**src/common/pxr_pkg.sv**
```systemverilog
`default_nettype none
package pxr_pkg;

  // device addressing
  localparam logic [6:0] TARGET_ADDR_RESET = 7'h29;

  // 16-bit register indices
  localparam logic [15:0] IDX_INT_CLEAR = 16'h0015;
  localparam logic [15:0] IDX_POWERUP = 16'h0016;
  localparam logic [15:0] IDX_RANGE_START = 16'h0018;
  localparam logic [15:0] IDX_RANGE_STATUS = 16'h004D;
  localparam logic [15:0] IDX_INT_STATUS = 16'h004F;
  localparam logic [15:0] IDX_RANGE_VALUE = 16'h0062;
  localparam logic [15:0] IDX_MEAS_PERIOD = 16'h00A0;
  localparam logic [15:0] IDX_TARGET_ADDR = 16'h0212;

  // reset values and command codes
  localparam logic [7:0] POWERUP_RESET = 8'h01;
  localparam logic [7:0] MEAS_PERIOD_RESET = 8'h0A;
  localparam logic [7:0] START_SINGLE = 8'h01;
  localparam logic [7:0] START_CONT = 8'h03;

  // field positions
  localparam int STATUS_READY_BIT = 0;
  localparam int INT_NEW_SAMPLE_BIT = 2;
  localparam int CLEAR_RANGE_BIT = 0;

  // cycle counts at 250 MHz (10 us each)
  localparam int MEAS_CYCLES = 2500;
  localparam int PERIOD_UNIT_CYCLES = 2500;
  localparam int TIMER_W = 16;
  localparam logic [3:0] BITS_PER_BYTE = 4'h8;

  // one result from the ranging front end
  typedef struct packed {
    logic [3:0] error_code;
    logic [7:0] distance_mm;
  } pxr_sample_t;

  typedef enum {
    LINK_IDLE,
    LINK_ADDR,
    LINK_ACK,
    LINK_RX,
    LINK_TX,
    LINK_TX_ACK
  } pxr_link_state_t;

  typedef enum {
    RNG_IDLE,
    RNG_MEASURE,
    RNG_WAIT
  } pxr_range_state_t;

endpackage
`default_nettype wire

```
**src/core/pxr_sync.sv**
```systemverilog
`timescale 1ns/100ps
`default_nettype none
module pxr_sync #(
  parameter int WIDTH = 1,
  parameter logic [WIDTH-1:0] RESET_VAL = '0
) (
  // clock and reset
  input wire logic i_clock,
  input wire logic i_reset_n,
  // asynchronous levels in, synchronised levels out
  input wire logic [WIDTH-1:0] i_async,
  output logic [WIDTH-1:0] o_sync
);

  logic [WIDTH-1:0] meta;

  // first stage feeds only the second one
  always_ff @(posedge i_clock or negedge i_reset_n) begin
    if (!i_reset_n) begin
      meta <= RESET_VAL;
      o_sync <= RESET_VAL;
    end else begin
      meta <= i_async;
      o_sync <= meta;
    end
  end

endmodule
`default_nettype wire

```
**src/core/pxr_range_engine.sv**
```systemverilog
`timescale 1ns/100ps
`default_nettype none
module pxr_range_engine
  import pxr_pkg::*;
#(
  parameter int MEAS_LEN = pxr_pkg::MEAS_CYCLES,
  parameter int UNIT_LEN = pxr_pkg::PERIOD_UNIT_CYCLES
) (
  // clock and reset
  input wire logic i_clock,
  input wire logic i_reset_n,
  // commands
  input wire logic i_abort,
  input wire logic i_cmd_single,
  input wire logic i_cmd_cont,
  input wire logic [7:0] i_period,
  // front end result
  input wire pxr_pkg::pxr_sample_t i_sample,
  // status
  output logic o_idle,
  output logic o_continuous,
  output logic o_measuring,
  output logic o_done,
  output pxr_pkg::pxr_sample_t o_result
);

  pxr_range_state_t state;
  logic [TIMER_W-1:0] timer;
  logic [7:0] units_left;
  logic stop_now;

  assign stop_now = i_cmd_single && o_continuous;
  assign o_idle = (state == RNG_IDLE);
  assign o_measuring = (state == RNG_MEASURE);

  // sequencing of measurements and the gap between them
  always_ff @(posedge i_clock or negedge i_reset_n) begin
    if (!i_reset_n) begin
      state <= RNG_IDLE;
      timer <= '0;
      units_left <= 8'h00;
    end else if (i_abort) begin
      state <= RNG_IDLE;
    end else begin
      case (state)
        RNG_IDLE: begin
          if (i_cmd_single || i_cmd_cont) begin
            state <= RNG_MEASURE; // [RULE9] [RULE10]
            timer <= TIMER_W'(MEAS_LEN - 1);
          end
        end
        RNG_MEASURE: begin
          if (timer != '0) begin
            timer <= timer - 1'b1;
          end else if (o_continuous && !stop_now) begin
            state <= RNG_WAIT; // [RULE10]
            timer <= TIMER_W'(UNIT_LEN - 1);
            units_left <= i_period;
          end else begin
            state <= RNG_IDLE; // software standby [RULE9]
          end
        end
        RNG_WAIT: begin
          if (stop_now) begin
            state <= RNG_IDLE; // [RULE11]
          end else if (timer != '0) begin
            timer <= timer - 1'b1;
          end else if (units_left == 8'h00) begin
            state <= RNG_MEASURE; // [RULE10]
            timer <= TIMER_W'(MEAS_LEN - 1);
          end else begin
            units_left <= units_left - 8'h01;
            timer <= TIMER_W'(UNIT_LEN - 1);
          end
        end
        default: state <= RNG_IDLE;
      endcase
    end
  end

  // repeat mode; a single-shot code while repeating is the stop
  always_ff @(posedge i_clock or negedge i_reset_n) begin
    if (!i_reset_n) begin
      o_continuous <= 1'b0;
    end else if (i_abort || stop_now) begin
      o_continuous <= 1'b0; // [RULE11]
    end else if (o_idle && i_cmd_cont) begin
      o_continuous <= 1'b1; // [RULE10]
    end
  end

  // result capture at the end of each measurement
  always_ff @(posedge i_clock or negedge i_reset_n) begin
    if (!i_reset_n) begin
      o_done <= 1'b0;
      o_result <= '0;
    end else begin
      o_done <= o_measuring && (timer == '0) && !i_abort;
      if (o_measuring && (timer == '0)) begin
        o_result <= i_sample; // [RULE14] [RULE17]
      end
    end
  end

endmodule
`default_nettype wire

```
**src/core/pxr_proximity_ranging_control.sv**
```systemverilog
// Summary of operation
// RULE1 - answer at target address 0x29 after reset
// RULE2 - take new address written at index 0x212
// RULE3 - two index bytes precede every data byte
// RULE4 - power-up indication reads 0x01 when fresh
// RULE5 - hold value host writes to power-up indication
// RULE6 - power-up indication back to 0x01 on shutdown
// RULE7 - pin zero low shuts the device down
// RULE8 - host reloads settings before ranging after shutdown
// RULE9 - code 0x01 runs one measurement, then standby
// RULE10 - code 0x03 repeats measurements at set period
// RULE11 - code 0x01 while repeating stops the repeats
// RULE12 - status bit 0 set when start accepted; the code sets it while the engine is idle and clears it while ranging
// RULE13 - completion sets interrupt status bit 2
// RULE14 - distance in millimetres lands in range value
// RULE15 - clear write of 0x07 drops pending flags
// RULE16 - new sample flag sticks until host clears
// RULE17 - error code sits in status bits 7:4
`timescale 1ns/100ps
`default_nettype none
module pxr_proximity_ranging_control #(
  parameter int MEAS_LEN = pxr_pkg::MEAS_CYCLES,
  parameter int UNIT_LEN = pxr_pkg::PERIOD_UNIT_CYCLES
) (
  // clock and reset
  input wire logic i_clock,
  input wire logic i_reset_n,
  // two-wire serial bus
  input wire logic i_scl,
  input wire logic i_sda,
  output logic o_sda,
  output logic o_sda_oe,
  // general-purpose pin zero, shutdown when low
  input wire logic i_gpio0_shutdown_n,
  // ranging front end
  input wire pxr_pkg::pxr_sample_t i_sensor_sample,
  output logic o_ranging_active
);
  import pxr_pkg::*;

  logic [2:0] pin_sync;
  logic scl_s;
  logic sda_s;
  logic run_s;
  logic scl_q;
  logic sda_q;
  logic shutdown;
  logic scl_rise;
  logic scl_fall;
  logic bus_start;
  logic bus_stop;

  pxr_link_state_t link_state;
  logic [3:0] bit_cnt;
  logic [7:0] rx_shift;
  logic [7:0] tx_shift;
  logic rw_read;
  logic master_nack;
  logic [1:0] byte_phase;
  logic [15:0] reg_index;
  logic byte_in;
  logic [7:0] rd_byte;

  logic wr_stb;
  logic [7:0] wr_data;
  logic [6:0] target_addr;
  logic [7:0] powerup_ind;
  logic [7:0] meas_period;
  logic int_new_sample;
  logic cmd_single;
  logic cmd_cont;

  logic eng_idle;
  logic eng_cont;
  logic eng_done;
  pxr_sample_t eng_result;

  // register read decode, used for every byte sent back
  function automatic logic [7:0] read_reg(input logic [15:0] idx);
    logic [7:0] val;
    val = 8'h00;
    case (idx)
      IDX_POWERUP: val = powerup_ind; // [RULE4]
      IDX_RANGE_START: val = {6'h00, eng_cont, !eng_idle};
      IDX_RANGE_STATUS: begin
        val = {eng_result.error_code, 4'h0}; // [RULE17]
        val[STATUS_READY_BIT] = eng_idle; // [RULE12]
      end
      IDX_INT_STATUS: val[INT_NEW_SAMPLE_BIT] = int_new_sample;
      IDX_RANGE_VALUE: val = eng_result.distance_mm; // [RULE14]
      IDX_MEAS_PERIOD: val = meas_period;
      IDX_TARGET_ADDR: val = {1'b0, target_addr};
      default: val = 8'h00;
    endcase
    return val;
  endfunction

  // bus pins and the shutdown pin come from outside the clock domain
  pxr_sync #(
    .WIDTH(3),
    .RESET_VAL(3'h6)
  ) u_pin_sync (
    .i_clock(i_clock),
    .i_reset_n(i_reset_n),
    .i_async({i_scl, i_sda, i_gpio0_shutdown_n}),
    .o_sync(pin_sync)
  );

  assign {scl_s, sda_s, run_s} = pin_sync;

  // previous synchronised levels for edge and condition detection
  always_ff @(posedge i_clock or negedge i_reset_n) begin
    if (!i_reset_n) begin
      scl_q <= 1'b1;
      sda_q <= 1'b1;
    end else begin
      scl_q <= scl_s;
      sda_q <= sda_s;
    end
  end

  // low level on pin zero holds the whole device in shutdown
  assign shutdown = !run_s; // [RULE7]
  assign scl_rise = scl_s && !scl_q;
  assign scl_fall = !scl_s && scl_q;
  assign bus_start = scl_s && scl_q && sda_q && !sda_s;
  assign bus_stop = scl_s && scl_q && !sda_q && sda_s;
  assign byte_in = scl_fall && (bit_cnt == BITS_PER_BYTE);

  // a process, not an assign, so it also follows the registers it reads
  always_comb begin
    rd_byte = read_reg(reg_index);
  end

  // serial protocol engine; sda changes only after scl has fallen
  always_ff @(posedge i_clock or negedge i_reset_n) begin
    if (!i_reset_n) begin
      link_state <= LINK_IDLE;
      bit_cnt <= 4'h0;
      rx_shift <= 8'h00;
      tx_shift <= 8'h00;
      rw_read <= 1'b0;
      master_nack <= 1'b0;
      byte_phase <= 2'h0;
      reg_index <= 16'h0000;
      o_sda_oe <= 1'b0;
    end else if (shutdown || bus_stop) begin
      link_state <= LINK_IDLE;
      o_sda_oe <= 1'b0;
    end else if (bus_start) begin
      // repeated start keeps the index so a read follows a write
      link_state <= LINK_ADDR;
      bit_cnt <= 4'h0;
      byte_phase <= 2'h0;
      o_sda_oe <= 1'b0;
    end else begin
      case (link_state)
        LINK_ADDR: begin
          if (scl_rise) begin
            rx_shift <= {rx_shift[6:0], sda_s};
            bit_cnt <= bit_cnt + 4'h1;
          end else if (byte_in) begin
            if (rx_shift[7:1] == target_addr) begin
              link_state <= LINK_ACK; // [RULE1] [RULE2]
              rw_read <= rx_shift[0];
              o_sda_oe <= 1'b1;
            end else begin
              link_state <= LINK_IDLE;
            end
          end
        end
        LINK_RX: begin
          if (scl_rise) begin
            rx_shift <= {rx_shift[6:0], sda_s};
            bit_cnt <= bit_cnt + 4'h1;
          end else if (byte_in) begin
            link_state <= LINK_ACK;
            o_sda_oe <= 1'b1;
            // index high byte, then low byte, then data
            case (byte_phase)
              2'h0: reg_index[15:8] <= rx_shift; // [RULE3]
              2'h1: reg_index[7:0] <= rx_shift; // [RULE3]
              default: reg_index <= reg_index + 16'h0001;
            endcase
            if (byte_phase != 2'h2) begin
              byte_phase <= byte_phase + 2'h1;
            end
          end
        end
        LINK_ACK: begin
          if (scl_fall) begin
            bit_cnt <= 4'h0;
            if (rw_read) begin
              link_state <= LINK_TX;
              tx_shift <= rd_byte;
              o_sda_oe <= !rd_byte[7];
              reg_index <= reg_index + 16'h0001;
            end else begin
              link_state <= LINK_RX;
              o_sda_oe <= 1'b0;
            end
          end
        end
        LINK_TX: begin
          if (scl_rise) begin
            bit_cnt <= bit_cnt + 4'h1;
          end else if (byte_in) begin
            link_state <= LINK_TX_ACK;
            o_sda_oe <= 1'b0;
          end else if (scl_fall) begin
            tx_shift <= {tx_shift[6:0], 1'b0};
            o_sda_oe <= !tx_shift[6];
          end
        end
        LINK_TX_ACK: begin
          if (scl_rise) begin
            master_nack <= sda_s;
          end else if (scl_fall) begin
            bit_cnt <= 4'h0;
            if (master_nack) begin
              link_state <= LINK_IDLE;
            end else begin
              link_state <= LINK_TX;
              tx_shift <= rd_byte;
              o_sda_oe <= !rd_byte[7];
              reg_index <= reg_index + 16'h0001;
            end
          end
        end
        default: link_state <= LINK_IDLE;
      endcase
    end
  end

  // the line is open drain: only a low level is ever driven
  assign o_sda = 1'b0;

  // a data byte is written at the moment it is acknowledged
  assign wr_stb = (link_state == LINK_RX) && byte_in && !shutdown &&
                  (byte_phase == 2'h2); // [RULE3]
  assign wr_data = rx_shift;
  assign cmd_single = wr_stb && (reg_index == IDX_RANGE_START) &&
                      (wr_data == START_SINGLE); // [RULE9] [RULE11]
  assign cmd_cont = wr_stb && (reg_index == IDX_RANGE_START) &&
                    (wr_data == START_CONT); // [RULE10]

  // own target address; a new one takes effect from the next address
  always_ff @(posedge i_clock or negedge i_reset_n) begin
    if (!i_reset_n) begin
      target_addr <= TARGET_ADDR_RESET; // [RULE1]
    end else if (shutdown) begin
      target_addr <= TARGET_ADDR_RESET; // [RULE1]
    end else if (wr_stb && (reg_index == IDX_TARGET_ADDR)) begin
      target_addr <= wr_data[6:0]; // [RULE2]
    end
  end

  // fresh-out-of-power-up marker
  always_ff @(posedge i_clock or negedge i_reset_n) begin
    if (!i_reset_n) begin
      powerup_ind <= POWERUP_RESET; // [RULE4]
    end else if (shutdown) begin
      powerup_ind <= POWERUP_RESET; // [RULE6]
    end else if (wr_stb && (reg_index == IDX_POWERUP)) begin
      powerup_ind <= wr_data; // [RULE5]
    end
  end

  // gap between repeated measurements, in units of the period tick
  always_ff @(posedge i_clock or negedge i_reset_n) begin
    if (!i_reset_n) begin
      meas_period <= MEAS_PERIOD_RESET;
    end else if (shutdown) begin
      meas_period <= MEAS_PERIOD_RESET;
    end else if (wr_stb && (reg_index == IDX_MEAS_PERIOD)) begin
      meas_period <= wr_data;
    end
  end

  // sticky new-sample flag; a completion in the clear cycle wins
  always_ff @(posedge i_clock or negedge i_reset_n) begin
    if (!i_reset_n) begin
      int_new_sample <= 1'b0;
    end else if (shutdown) begin
      int_new_sample <= 1'b0;
    end else if (eng_done) begin
      int_new_sample <= 1'b1; // [RULE13] [RULE16]
    end else if (wr_stb && (reg_index == IDX_INT_CLEAR) &&
                 wr_data[CLEAR_RANGE_BIT]) begin
      int_new_sample <= 1'b0; // [RULE15]
    end
  end

  // measurement sequencer; shutdown drops any ranging in progress
  pxr_range_engine #(
    .MEAS_LEN(MEAS_LEN),
    .UNIT_LEN(UNIT_LEN)
  ) u_range_engine (
    .i_clock(i_clock),
    .i_reset_n(i_reset_n),
    .i_abort(shutdown),
    .i_cmd_single(cmd_single),
    .i_cmd_cont(cmd_cont),
    .i_period(meas_period),
    .i_sample(i_sensor_sample),
    .o_idle(eng_idle),
    .o_continuous(eng_cont),
    .o_measuring(o_ranging_active),
    .o_done(eng_done),
    .o_result(eng_result)
  );

endmodule
`default_nettype wire

```
**config.mk**
```make
export PLATFORM = sky130hd
export DESIGN_NAME = pxr_proximity_ranging_control
export DESIGN_NICKNAME = d
export VERILOG_FILES = /design/src/common/pxr_pkg.sv /design/src/core/pxr_sync.sv /design/src/core/pxr_range_engine.sv /design/src/core/pxr_proximity_ranging_control.sv
export SDC_FILE = /design/constraint.sdc
export NUM_CORES = 1
export LEC_CHECK = 0
export BUFFER_PORTS_ARGS = -buffer_cell sky130_fd_sc_hd__buf_4
export CAP_MARGIN = 20
export CORE_ASPECT_RATIO = 0.9
export CORE_MARGIN = 5
export CORE_UTILIZATION = 31
export DETAILED_ROUTE_END_ITERATION = 6
export PLACE_DENSITY_LB_ADDON = 0.1
export SLEW_MARGIN = 25
export SYNTH_ARGS = -nofsm -noshare
export SYNTH_HDL_FRONTEND = slang
export SYNTH_SLANG_ARGS = --single-unit
```
**constraint.sdc**
```tcl
create_clock -name i_clock -period 4.3 [get_ports i_clock]
set_input_delay 0.86 -clock i_clock [delete_from_list [all_inputs] [get_ports i_clock]]
set_output_delay 0.86 -clock i_clock [all_outputs]
set_load 0.01 [all_outputs]
```
# Yosys cells after proc, flatten, opt, wreduce, memory -nomap -nowiden
# Cells that the tools add are included.
# Widths: inputs -> output; s select.
dict set report word_totals {
  regBits 174
  inputBits 17
  word_cells 260
  out_inout_bits 3
}
dict set report classes {
  eq_ne 66
  n_mux 94
  reduce_logical 67
  add_sub_neg 5
  bitwise_logic 3
}
# op count
set ops {}
lappend ops {{$mux 32} 17}
lappend ops {{$mux 16} 12}
lappend ops {{$pmux 32 s5} 1}
lappend ops {{$eq 32x2->1 const B} 4}
lappend ops {{$eq 32x3->1 const B} 3}
lappend ops {{$pmux 16 s3} 2}
lappend ops {{$pmux 32 s3} 1}
lappend ops {{$mux 8} 9}
lappend ops {{$mux 7} 10}
lappend ops {{$eq 32x1->1 const B} 2}
lappend ops {{$logic_not 32->1} 2}
lappend ops {{$eq 16x5->1 const B} 3}
lappend ops {{$eq 16x7->1 const B} 3}
lappend ops {{$pmux 8 s2} 3}
lappend ops {{$ne 4x4->1 const B} 11}
lappend ops {{$ne 2x2->1 const B} 20}
lappend ops {{$reduce_and 11->1} 3}
lappend ops {{$pmux 5 s5} 1}
lappend ops {{$logic_and 1x1->1} 24}
lappend ops {{$pmux 7 s3} 1}
lappend ops {{$mux 1} 20}
lappend ops {{$add 16x1->16 const B} 1}
lappend ops {{$eq 16x10->1 const B} 1}
lappend ops {{$eq 16x8->1 const B} 1}
lappend ops {{42 further kinds} 80}

# Depth between registers and ports, before layout
# Gate-level depths: netlist of run 1.
dict set report logic_depth {
  word_depth 15
  mapped_depth 10
  mapped_depth_nobuf 8
}

# By module
# Synthesis of run 1 repeated with hierarchy kept, for this count alone.
dict set report unflattened {
  cells_unflattened 734
  area_unflattened_um2 6869.1
}
# module seq_area_each_um2 cells_per_inst n_inst area_each_um2
set by_module_without_submodules {}
lappend by_module_without_submodules {pxr_proximity_ranging_control 1736.7 497 1 4429.2}
lappend by_module_without_submodules {pxr_range_engine 1001.0 231 1 2284.7}
lappend by_module_without_submodules {pxr_sync 155.1 6 1 155.1}

# Least setup slack after synthesis of run 1
# OpenSTA, ideal clock, no wires.
dict set report synth_timing {
  kind {flip-flop to flip-flop}
  start {register u_pin_sync.o_sync[1]}
  end {register tx_shift[0]}
  setup_slack_ns 1.937
  setup_ns 0.125
  path_stages_with_launch 7
  required_time_ns 4.175
  arrival_ns 2.239
  path_buffers 1
  period_less_slack_ns 2.363
  path_cell_list {dfstp_2 -> nand4b_1 -> nand3_2 -> or4_1 -> clkbuf_1 -> a211oi_4 -> mux2_2}
}
dict set report synth_via {
  elab_chain_len 4
  word_cells_on_any_way 7
  cone_classes {bitwise (2); reduce/logical (5)}
}
# item line
set synth_lines {}
lappend synth_lines {{from (decl)} pxr_sync.sv:12} ;# output logic [WIDTH-1:0] o_sync
lappend synth_lines {{from (signal assigned)} pxr_sync.sv:24} ;# o_sync <= meta;
lappend synth_lines {{$logic_not 1->1 or $logic_and 1x1->1 (tied branches)} {pxr_proximity_ranging_control.sv:126, pxr_proximity_ranging_control.sv:127}}
lappend synth_lines {{$logic_and 1x1->1 or $logic_or 1x1->1 (tied branches)} {pxr_proximity_ranging_control.sv:126, pxr_proximity_ranging_control.sv:147}}
lappend synth_lines {{$not 1->1 (no line)} --}
lappend synth_lines {{$reduce_and 11->1 (no line) (*)} --}
lappend synth_lines {{to (signal assigned)} pxr_proximity_ranging_control.sv:195} ;# tx_shift <= rd_byte;
lappend synth_lines {{to (signal assigned)} pxr_proximity_ranging_control.sv:211} ;# tx_shift <= {tx_shift[6:0], 1'b0};
lappend synth_lines {{to (signal assigned)} pxr_proximity_ranging_control.sv:224} ;# tx_shift <= rd_byte;
lappend synth_lines {{to (decl)} pxr_proximity_ranging_control.sv:56} ;# logic [7:0] tx_shift;
# Mark *: on every way between the ends. The rest lies on a longest branch, timed or not.
# A chain may end at the register's enable or synchronous reset.

# Worst setup path in the final report of run 1
dict set report layout_timing {
  start {register bit_cnt[0]}
  end {register u_range_engine.timer[1]}
}
dict set report layout_via {
  elab_chain_len 12
  word_cells_on_any_way 16
  cone_classes {eq/ne (4); reduce/logical (12)}
}
# item line
set layout_lines {}
lappend layout_lines {{from (decl)} pxr_proximity_ranging_control.sv:54} ;# logic [3:0] bit_cnt;
lappend layout_lines {{from (signal assigned)} pxr_proximity_ranging_control.sv:161} ;# bit_cnt <= bit_cnt + 4'h1;
lappend layout_lines {{from (signal assigned)} pxr_proximity_ranging_control.sv:175} ;# bit_cnt <= bit_cnt + 4'h1;
lappend layout_lines {{from (signal assigned)} pxr_proximity_ranging_control.sv:206} ;# bit_cnt <= bit_cnt + 4'h1;
lappend layout_lines {{$eq 4x4->1 (*)} pxr_proximity_ranging_control.sv:128} ;# assign byte_in = scl_fall && (bit_cnt == BITS_PER_BYTE);
lappend layout_lines {{$logic_and 1x1->1 (*)} pxr_proximity_ranging_control.sv:128}
lappend layout_lines {{$logic_and 1x1->1 (*) (3 in a row)} pxr_proximity_ranging_control.sv:239} ;# assign wr_stb = (link_state == LINK_RX) && byte_in && !shutdown &&
lappend layout_lines {{$logic_and 1x1->1 (*)} {pxr_proximity_ranging_control.sv:242, pxr_proximity_ranging_control.sv:244}}
lappend layout_lines {{$logic_and 1x1->1} pxr_proximity_ranging_control.sv:242} ;# assign cmd_single = wr_stb && (reg_index == IDX_RANGE_START) &&
lappend layout_lines {{$logic_and 1x1->1} pxr_range_engine.sv:32} ;# assign stop_now = i_cmd_single && o_continuous;
lappend layout_lines {{$logic_not 1->1} pxr_range_engine.sv:55} ;# end else if (o_continuous && !stop_now) begin
lappend layout_lines {{$logic_and 1x1->1} pxr_range_engine.sv:55}
lappend layout_lines {{$ne 3x1->1 (no line)} --}
lappend layout_lines {{$reduce_and 5->1 (no line) (*)} --}
lappend layout_lines {{to (signal assigned)} pxr_range_engine.sv:54} ;# timer <= timer - 1'b1;
lappend layout_lines {{to (signal assigned)} pxr_range_engine.sv:57} ;# timer <= TIMER_W'(UNIT_LEN - 1);
lappend layout_lines {{to (signal assigned)} pxr_range_engine.sv:67} ;# timer <= timer - 1'b1;
lappend layout_lines {{to (decl)} pxr_range_engine.sv:28} ;# logic [TIMER_W-1:0] timer;
# Marks and branches as above.

==> impl_metrics.toml, run 1 <==
[finish]
regArea_mm2 = 0.00289
n_antenna_cell = 0
layout-area-overhead-vs-synth_pct = 13.5
multiInputGateArea_mm2 = 0.00368
stdcell_count = 1010
nFillCells = 2221
layout-drive-gt1-share = 0.171
nets = 740

[clock_network]
cts-resized-gates = 0
worstSkewPairLatency_ps = 410
cts_setup_buffers = 0
hold_buffers = 0
numClockSinks = 115
cts_buffers = 17
clk_pin_slew_ps = 60
tritoncts = "done"
htreeDepth = 4
cts_root_buf = "clkbuf_16"
clock_path_buffers = 2

[synth]
synth_area_leader_cell = "dfrtp_1"
seq_area_frac_synth = 0.419
ys.flop_type = "dfrtp_1"
syn_inst = 708
ys.warnings.count = 0
ys_seq_elements = 115
synth_edf_count = 0
synth.distinct_cells = 77
synth_area_leaders = "dfrtp_1 37%, mux2i_1 5.1%, mux2_2 4.7%"
synthArstFlopShare = 1.00
syn_area_per_cell_um2 = 9.76
synth_nets = 742
synthesis.area_mm2 = 0.00691
synth_top_area_share = 0.373

[timing]
finalSetupViolCount = 0
hold_viol = 0
rsz0062_at_grt = "no"
fin_skew_ps = 9.73
finalCritPeriodShare = 0.727
drv_slew = 0
fmax_mhz = 320
worst_slack_ps = 1180
setup-tns-final_ps = 0
min_period_ps = 3120
worst_slew_pin_slew_ps = 820
max_slew_margin = 0.453

[place]
dp_worst_setup_slack_ps = 1130
dp_hpwl_um = 12900
place_inst = 978
place_congestion = 0.802
port-buffer-count = 18

[die]
io_pins = 20
rows = 51
core-area_mm2 = 0.0218
die_y_um = 152
die_area_mm2 = 0.0254
start_util = 0.317
dieWidth_um = 167

[critical_path]
cp_max_fo = 16
end_kind = "register"
critPathKind = "register to register"
max_stage_delay_ps = 610
arrival_ps = 3410
cp_top_family = "simple AND/OR/NAND/NOR gates"
cp-start-kind = "register"
required_ps = 4590
critPathSlowestCell = "a21boi_2"
critPathBufInv = 1
path_cells = "inv_1 -> ha_1 -> nand3b_1 -> nor4_4 -> nand4_1 -> a21boi_2 -> o21a_4 -> mux2_1"

[power]
internal_power_w = 0.00208
power_w = 0.00263
ir_drop_mv = 0.203
p_sw_w = 0.000558
swShare = 0.212
powerDensity_mw_per_mm2 = 336
pwr-share-comb = 0.027
p_clk_frac = 0.552
power.leakage_nw = 3.31
power_frac_seq = 0.421

[global_route]
grt_pass1_wl_um = 30400
grt_pass1_vias = 5441
grt_usage = 0.150
grt_antenna_before_repair = 0
grt_remaining_overflow = 0
grt_max_degree = 59

[route]
drtIter0Drc = 341
wl_per_cell_um = 18.3
dr.pass1.iters = 6
wirelength_um = 18500
avgViaCountPerCell = 5.27
drc_errors = 0
antenna_left = 0
vias = 5327

[worst_hold_path]
hold_path.class = "register to register"

[flow_run]
maxCapViolCount = 0

[status]
status = "finished, final reports clean"
## final timing paths
kind / start / endpoint / slack (ps) / cells after the start
min: u_pin_sync.meta[2] / u_pin_sync.o_sync[2] / 360 / 0
min reg2reg: u_pin_sync.meta[2] / u_pin_sync.o_sync[2] / 360 / 0
max reg2reg: bit_cnt[0] / u_range_engine.timer[1] / 1180 / 8
max: bit_cnt[0] / u_range_engine.timer[1] / 1180 / 8
min in group asynchronous: i_reset_n / u_range_engine.timer[9] / 540 / 1
max in group asynchronous: i_reset_n / u_pin_sync.o_sync[1] / 2830 / 2
## layer usage
layer | up-vias | global-route usage | wire length [um]
li1 | 2605 | - | -
met1 | 2640 | 0.211 | 9380
met2 | 70 | 0.238 | 8470
met3 | 12 | 0.0285 | 449
met4 | 0 | 0.0373 | 155
met5 | - | 0 | 0
## logic make-up (layout without fill, tap and decap cells)
group	count (synthesis)	in the layout	share of synthesized area
other	1	1	0.000543
muxes	65	65	0.0996
AOI/OAI and AO/OA	169	169	0.178
and+or+nand+nor	255	255	0.212
buffers and inverters	77	88	0.0491
xor gates and xnor gates	9	9	0.0114
adders and majority gates	17	17	0.0308
DFF	115	115	0.419
## power by group through the flow
stage	Sequential, W	Combinational (W)	Clock [W]
2_1_floorplan	0.00112	0.0000326	0
3_3_place_gp	0.00113	0.0000718	0
3_5_place_dp	0.00113	0.0000728	0
4_1_cts	0.00111	0.0000728	0.00149
5_1_grt	0.00111	0.0000807	0.00154
6_report	0.00111	0.0000701	0.00145
## state kept, by name (all words and copies together), names as in the netlist, 4 cells and up
name,cells
tx_shift,7
u_range_engine.o_result,12
u_range_engine.timer,16
bit_cnt,4
target_addr,7
u_range_engine.units_left,8
reg_index,16
powerup_ind,8
meas_period,8
rx_shift,8
## synth_stat cells, types with 6 or more instances
master,instances
a21oi_1,29
a2bb2oi_1,8
a31oi_1,6
a32oi_1,8
and3_1,12
buf_2,6
clkbuf_1,29
dfrtp_1,103
dfstp_2,12
ha_1,17
inv_1,32
mux2_2,29
mux2i_1,35
nand2_1,66
nand2b_1,6
nand3_1,20
nand3b_1,6
nand4_1,9
nor2_1,35
nor2b_1,32
nor3_1,12
o211ai_1,21
o21ai_0,26
o22a_1,7
o22ai_1,7
or3_1,10
xor2_1,8
## placed cells by master (no fill, tap or decap), types with 5 or more instances in the layout
master,instances
nand4_1,9
a21o_1,5
a31oi_1,6
a2bb2oi_1,8
nand3_1,20
a21oi_1,29
nand2b_1,6
a32oi_1,8
buf_4,24
nand3b_1,6
nor3_1,12
or3_1,10
o22a_1,7
dfrtp_1,103
nor2b_1,31
or4_1,5
a41oi_1,5
o21ai_0,26
ha_1,17
inv_1,32
dfstp_2,12
and3_1,12
clkbuf_16,17
o211ai_1,21
mux2i_1,35
nor2_1,35
nor3b_1,5
o22ai_1,7
nand2_1,66
clkinv_2,5
xor2_1,8
mux2_2,29
nor4_4,5
## layout make-up
cell class | count | area share
sequential | 115 | 0.369
clock buffer | 22 | 0.0605
multi-input combinational | 516 | 0.469
inverter | 32 | 0.0153
tap | 291 | 0.0464
clock inverter | 10 | 0.0167
timing repair buffer | 24 | 0.0230
## through the flow
step | utilization | hold slack (ps) | instance area [um^2]
after global placement | 0.332 | 343 | 7240
after CTS | 0.359 | 358 | 7840
after global routing | 0.359 | 365 | 7840
final | 0.359 | 356 | 7840
after detailed placement | 0.332 | 347 | 7240
after floorplan | - | 331 | 6910
Power figures use the tool's default switching activity.
==> inputs of run 2 (changes only) <==
--- a/config.mk
+++ b/config.mk
@@ -5,6 +5,7 @@
 export SDC_FILE = /design/constraint.sdc
 export NUM_CORES = 1
 export LEC_CHECK = 0
+export ABC_AREA = 1
 export BUFFER_PORTS_ARGS = -buffer_cell sky130_fd_sc_hd__buf_4
 export CAP_MARGIN = 20
 export CORE_ASPECT_RATIO = 0.9
==> constraint.sdc (replaced) <==
create_clock -name i_clock -period 2.5 [get_ports i_clock]
set_input_delay 0.5 -clock i_clock [delete_from_list [all_inputs] [get_ports i_clock]]
set_output_delay 0.5 -clock i_clock [all_outputs]
set_load 0.01 [all_outputs]
==> run 2 against run 1 <==
  * Synthesized cell count increased by 31%
  * Clock power up 85%
  * First-iteration DRC count grew 38%
  * Flip-flop and latch count unchanged
  * Highest routed layer unchanged
==> impl_metrics.toml, run 2 <==
[synth]
yosysMostFrequentCell = "nand2_1"
ys.flop_type = "dfrtp_1"
synth_top_family_by_area = "simple AND/OR/NAND/NOR gates"
synth_edf_count = 0
synth_area_leaders = "dfrtp_1 37%, nand2_1 15%, nand3_1 5.9%"
ys_top_cells_by_count = "276 x nand2_1, 103 x dfrtp_1, 97 x nor2_1, 85 x inv_1, 82 x nand3_1"
synthArstFlopShare = 1.00
synth-xor-area-share = 0.0253
synth_area_leader_cell = "dfrtp_1"
synthAdderAreaFrac = 0.0308
synth_nets = 963
synthesis.area_mm2 = 0.00691
synth.distinct_cells = 43
ys_seq_elements = 115
synth_top_area_share = 0.373
synth-compound-area-share = 0.110
ys.warnings.count = 0
synthSimpleGateAreaFrac = 0.329
syn_area_per_cell_um2 = 7.44
syn_inst = 929
synthMuxAreaShare = 0.0177
seq_area_frac_synth = 0.418

[route]
drtIter0Drc = 470
wl_per_cell_um = 14.7
wirelength_um = 18600
avgViaCountPerCell = 4.68
dr.pass1.iters = 5
antenna_left = 0
drc_errors = 0
vias = 5932

[die]
die_area_mm2 = 0.0254
core-area_mm2 = 0.0218
dieWidth_um = 167
rows = 51
io_pins = 20
start_util = 0.317
die_y_um = 152

[critical_path]
reg2regPathDepth = 9
end_kind = "register"
critPathKind = "register to register"
startpoint = "u_range_engine.timer[0]"
cp_max_fo = 13
arrival_ps = 2510
cp-start-kind = "register"
required_ps = 2800
rr_startpoint = "u_range_engine.timer[0]"

[clock_network]
tritoncts = "done"
htreeDepth = 4
cts_root_buf = "clkbuf_16"
cts_buffers = 17
clk_pin_slew_ps = 60
clock_path_buffers = 2
cts-resized-gates = 0
numClockSinks = 115
worstSkewPairLatency_ps = 420

[power]
powerDensity_mw_per_mm2 = 794
ir_drop_mv = 0.332
power.leakage_nw = 3.77

[finish]
layout-drive-gt1-share = 0.155
final_common_cell = "nand2_1"
nets = 997
multiInputGateArea_mm2 = 0.00355
final_cell_mix = "276 x nand2_1, 103 x dfrtp_1, 97 x nor2_1"
n_antenna_cell = 0
regArea_mm2 = 0.00289
layout-area-overhead-vs-synth_pct = 16.7
largest_registers = "reg_index (16), u_range_engine.timer (16), u_range_engine.o_result (12)"
nFillCells = 2301

[worst_hold_path]
worstHoldStart = "i_scl"
hold_path.class = "input port to register"
hold_depth = 1

[place]
place_congestion = 0.826
dp_hpwl_um = 14000
port-buffer-count = 18
dp_worst_setup_slack_ps = 273

[flow_run]
maxCapViolCount = 0

[timing]
max_slew_margin = 0.581
worst_slew_pin_slew_ps = 629
fmax_mhz = 453
drv_slew = 0
hold_viol = 0
worst_slack_ps = 291
rsz0062_at_grt = "no"
setup-tns-final_ps = 0
min_period_ps = 2210
finalCritPeriodShare = 0.884
finalSetupViolCount = 0
fin_skew_ps = 9.94

[global_route]
grt_antenna_before_repair = 0
grt_pass1_wl_um = 30800
grt_remaining_overflow = 0
grt_pass1_vias = 5718
grt_usage = 0.152
grt_max_degree = 66

[status]
status = "finished, final reports clean"
[run 2: final cells by class]
class                           instances  area share
Multi-Input combinational cell        702       0.440
Sequential cell                       115       0.358
Clock buffer                           24      0.0609
Tap cell                              291      0.0451
Inverter                               92      0.0428
Timing Repair Buffer                   35      0.0344
Clock inverter                          8      0.0184
[run 2: report_power, final]
part	switching, W	leakage (nW)	internal (W)	total [W]
Sequential	0.000228	1.51	0.00213	0.00236
Clock	0.000899	0.307	0.00178	0.00268
Combinational	0.000839	1.96	0.000538	0.00138
Total	0.00197	3.77	0.00444	0.00641
[run 2: worst max-delay path, cell delays in order (launching register included)]
cell and delay [ps]:
dfrtp_1 390, inv_1 80, ha_1 200, nand3_1 190
nor3_2 230, nand2_1 190, nor2_2 200, nand2_1 290
o21ai_0 250, inv_1 60
[run 2: cell families after synthesis]
family | after synthesis
buf+inv | 112
xor+xnor | 20
fa+ha+maj | 17
simple gates | 523
compound gates | 130
other cells | 1
mux | 11
flops | 115
[run 2: through the flow]
stage               power (W)  hold slack [ps]  std cells  utilization  cell area [um^2]
global placement      0.00376              346       1234        0.340              7420
finish                0.00641              187       1267        0.370              8070
detailed placement    0.00376              348       1234        0.340              7420
floorplan             0.00338              204        929            -              6910
global route          0.00682              166       1267        0.370              8070
CTS                   0.00649              164       1267        0.370              8070
[run 2: what timing repair did]
item                                   4_1_cts  5_1_grt
endpoints found under the hold margin        6        0
hold buffers                                 1        0
setup buffers                                0        0
[run 2: per-layer routing]
metal / wire length (um) / global-route usage
met5: 0 / 0
met1: 9870 / 0.227
met3: 780 / 0.0322
met4: 197 / 0.0418
met2: 7730 / 0.223
[run 2: final timing paths]
check,endpoint,slack [ps]
min in group asynchronous,bit_cnt[2],550
max,u_range_engine.units_left[6],290
min reg2reg,u_pin_sync.o_sync[2],360
max in group asynchronous,meas_period[1],1230
min,u_pin_sync.meta[2],190
max reg2reg,u_range_engine.units_left[6],290
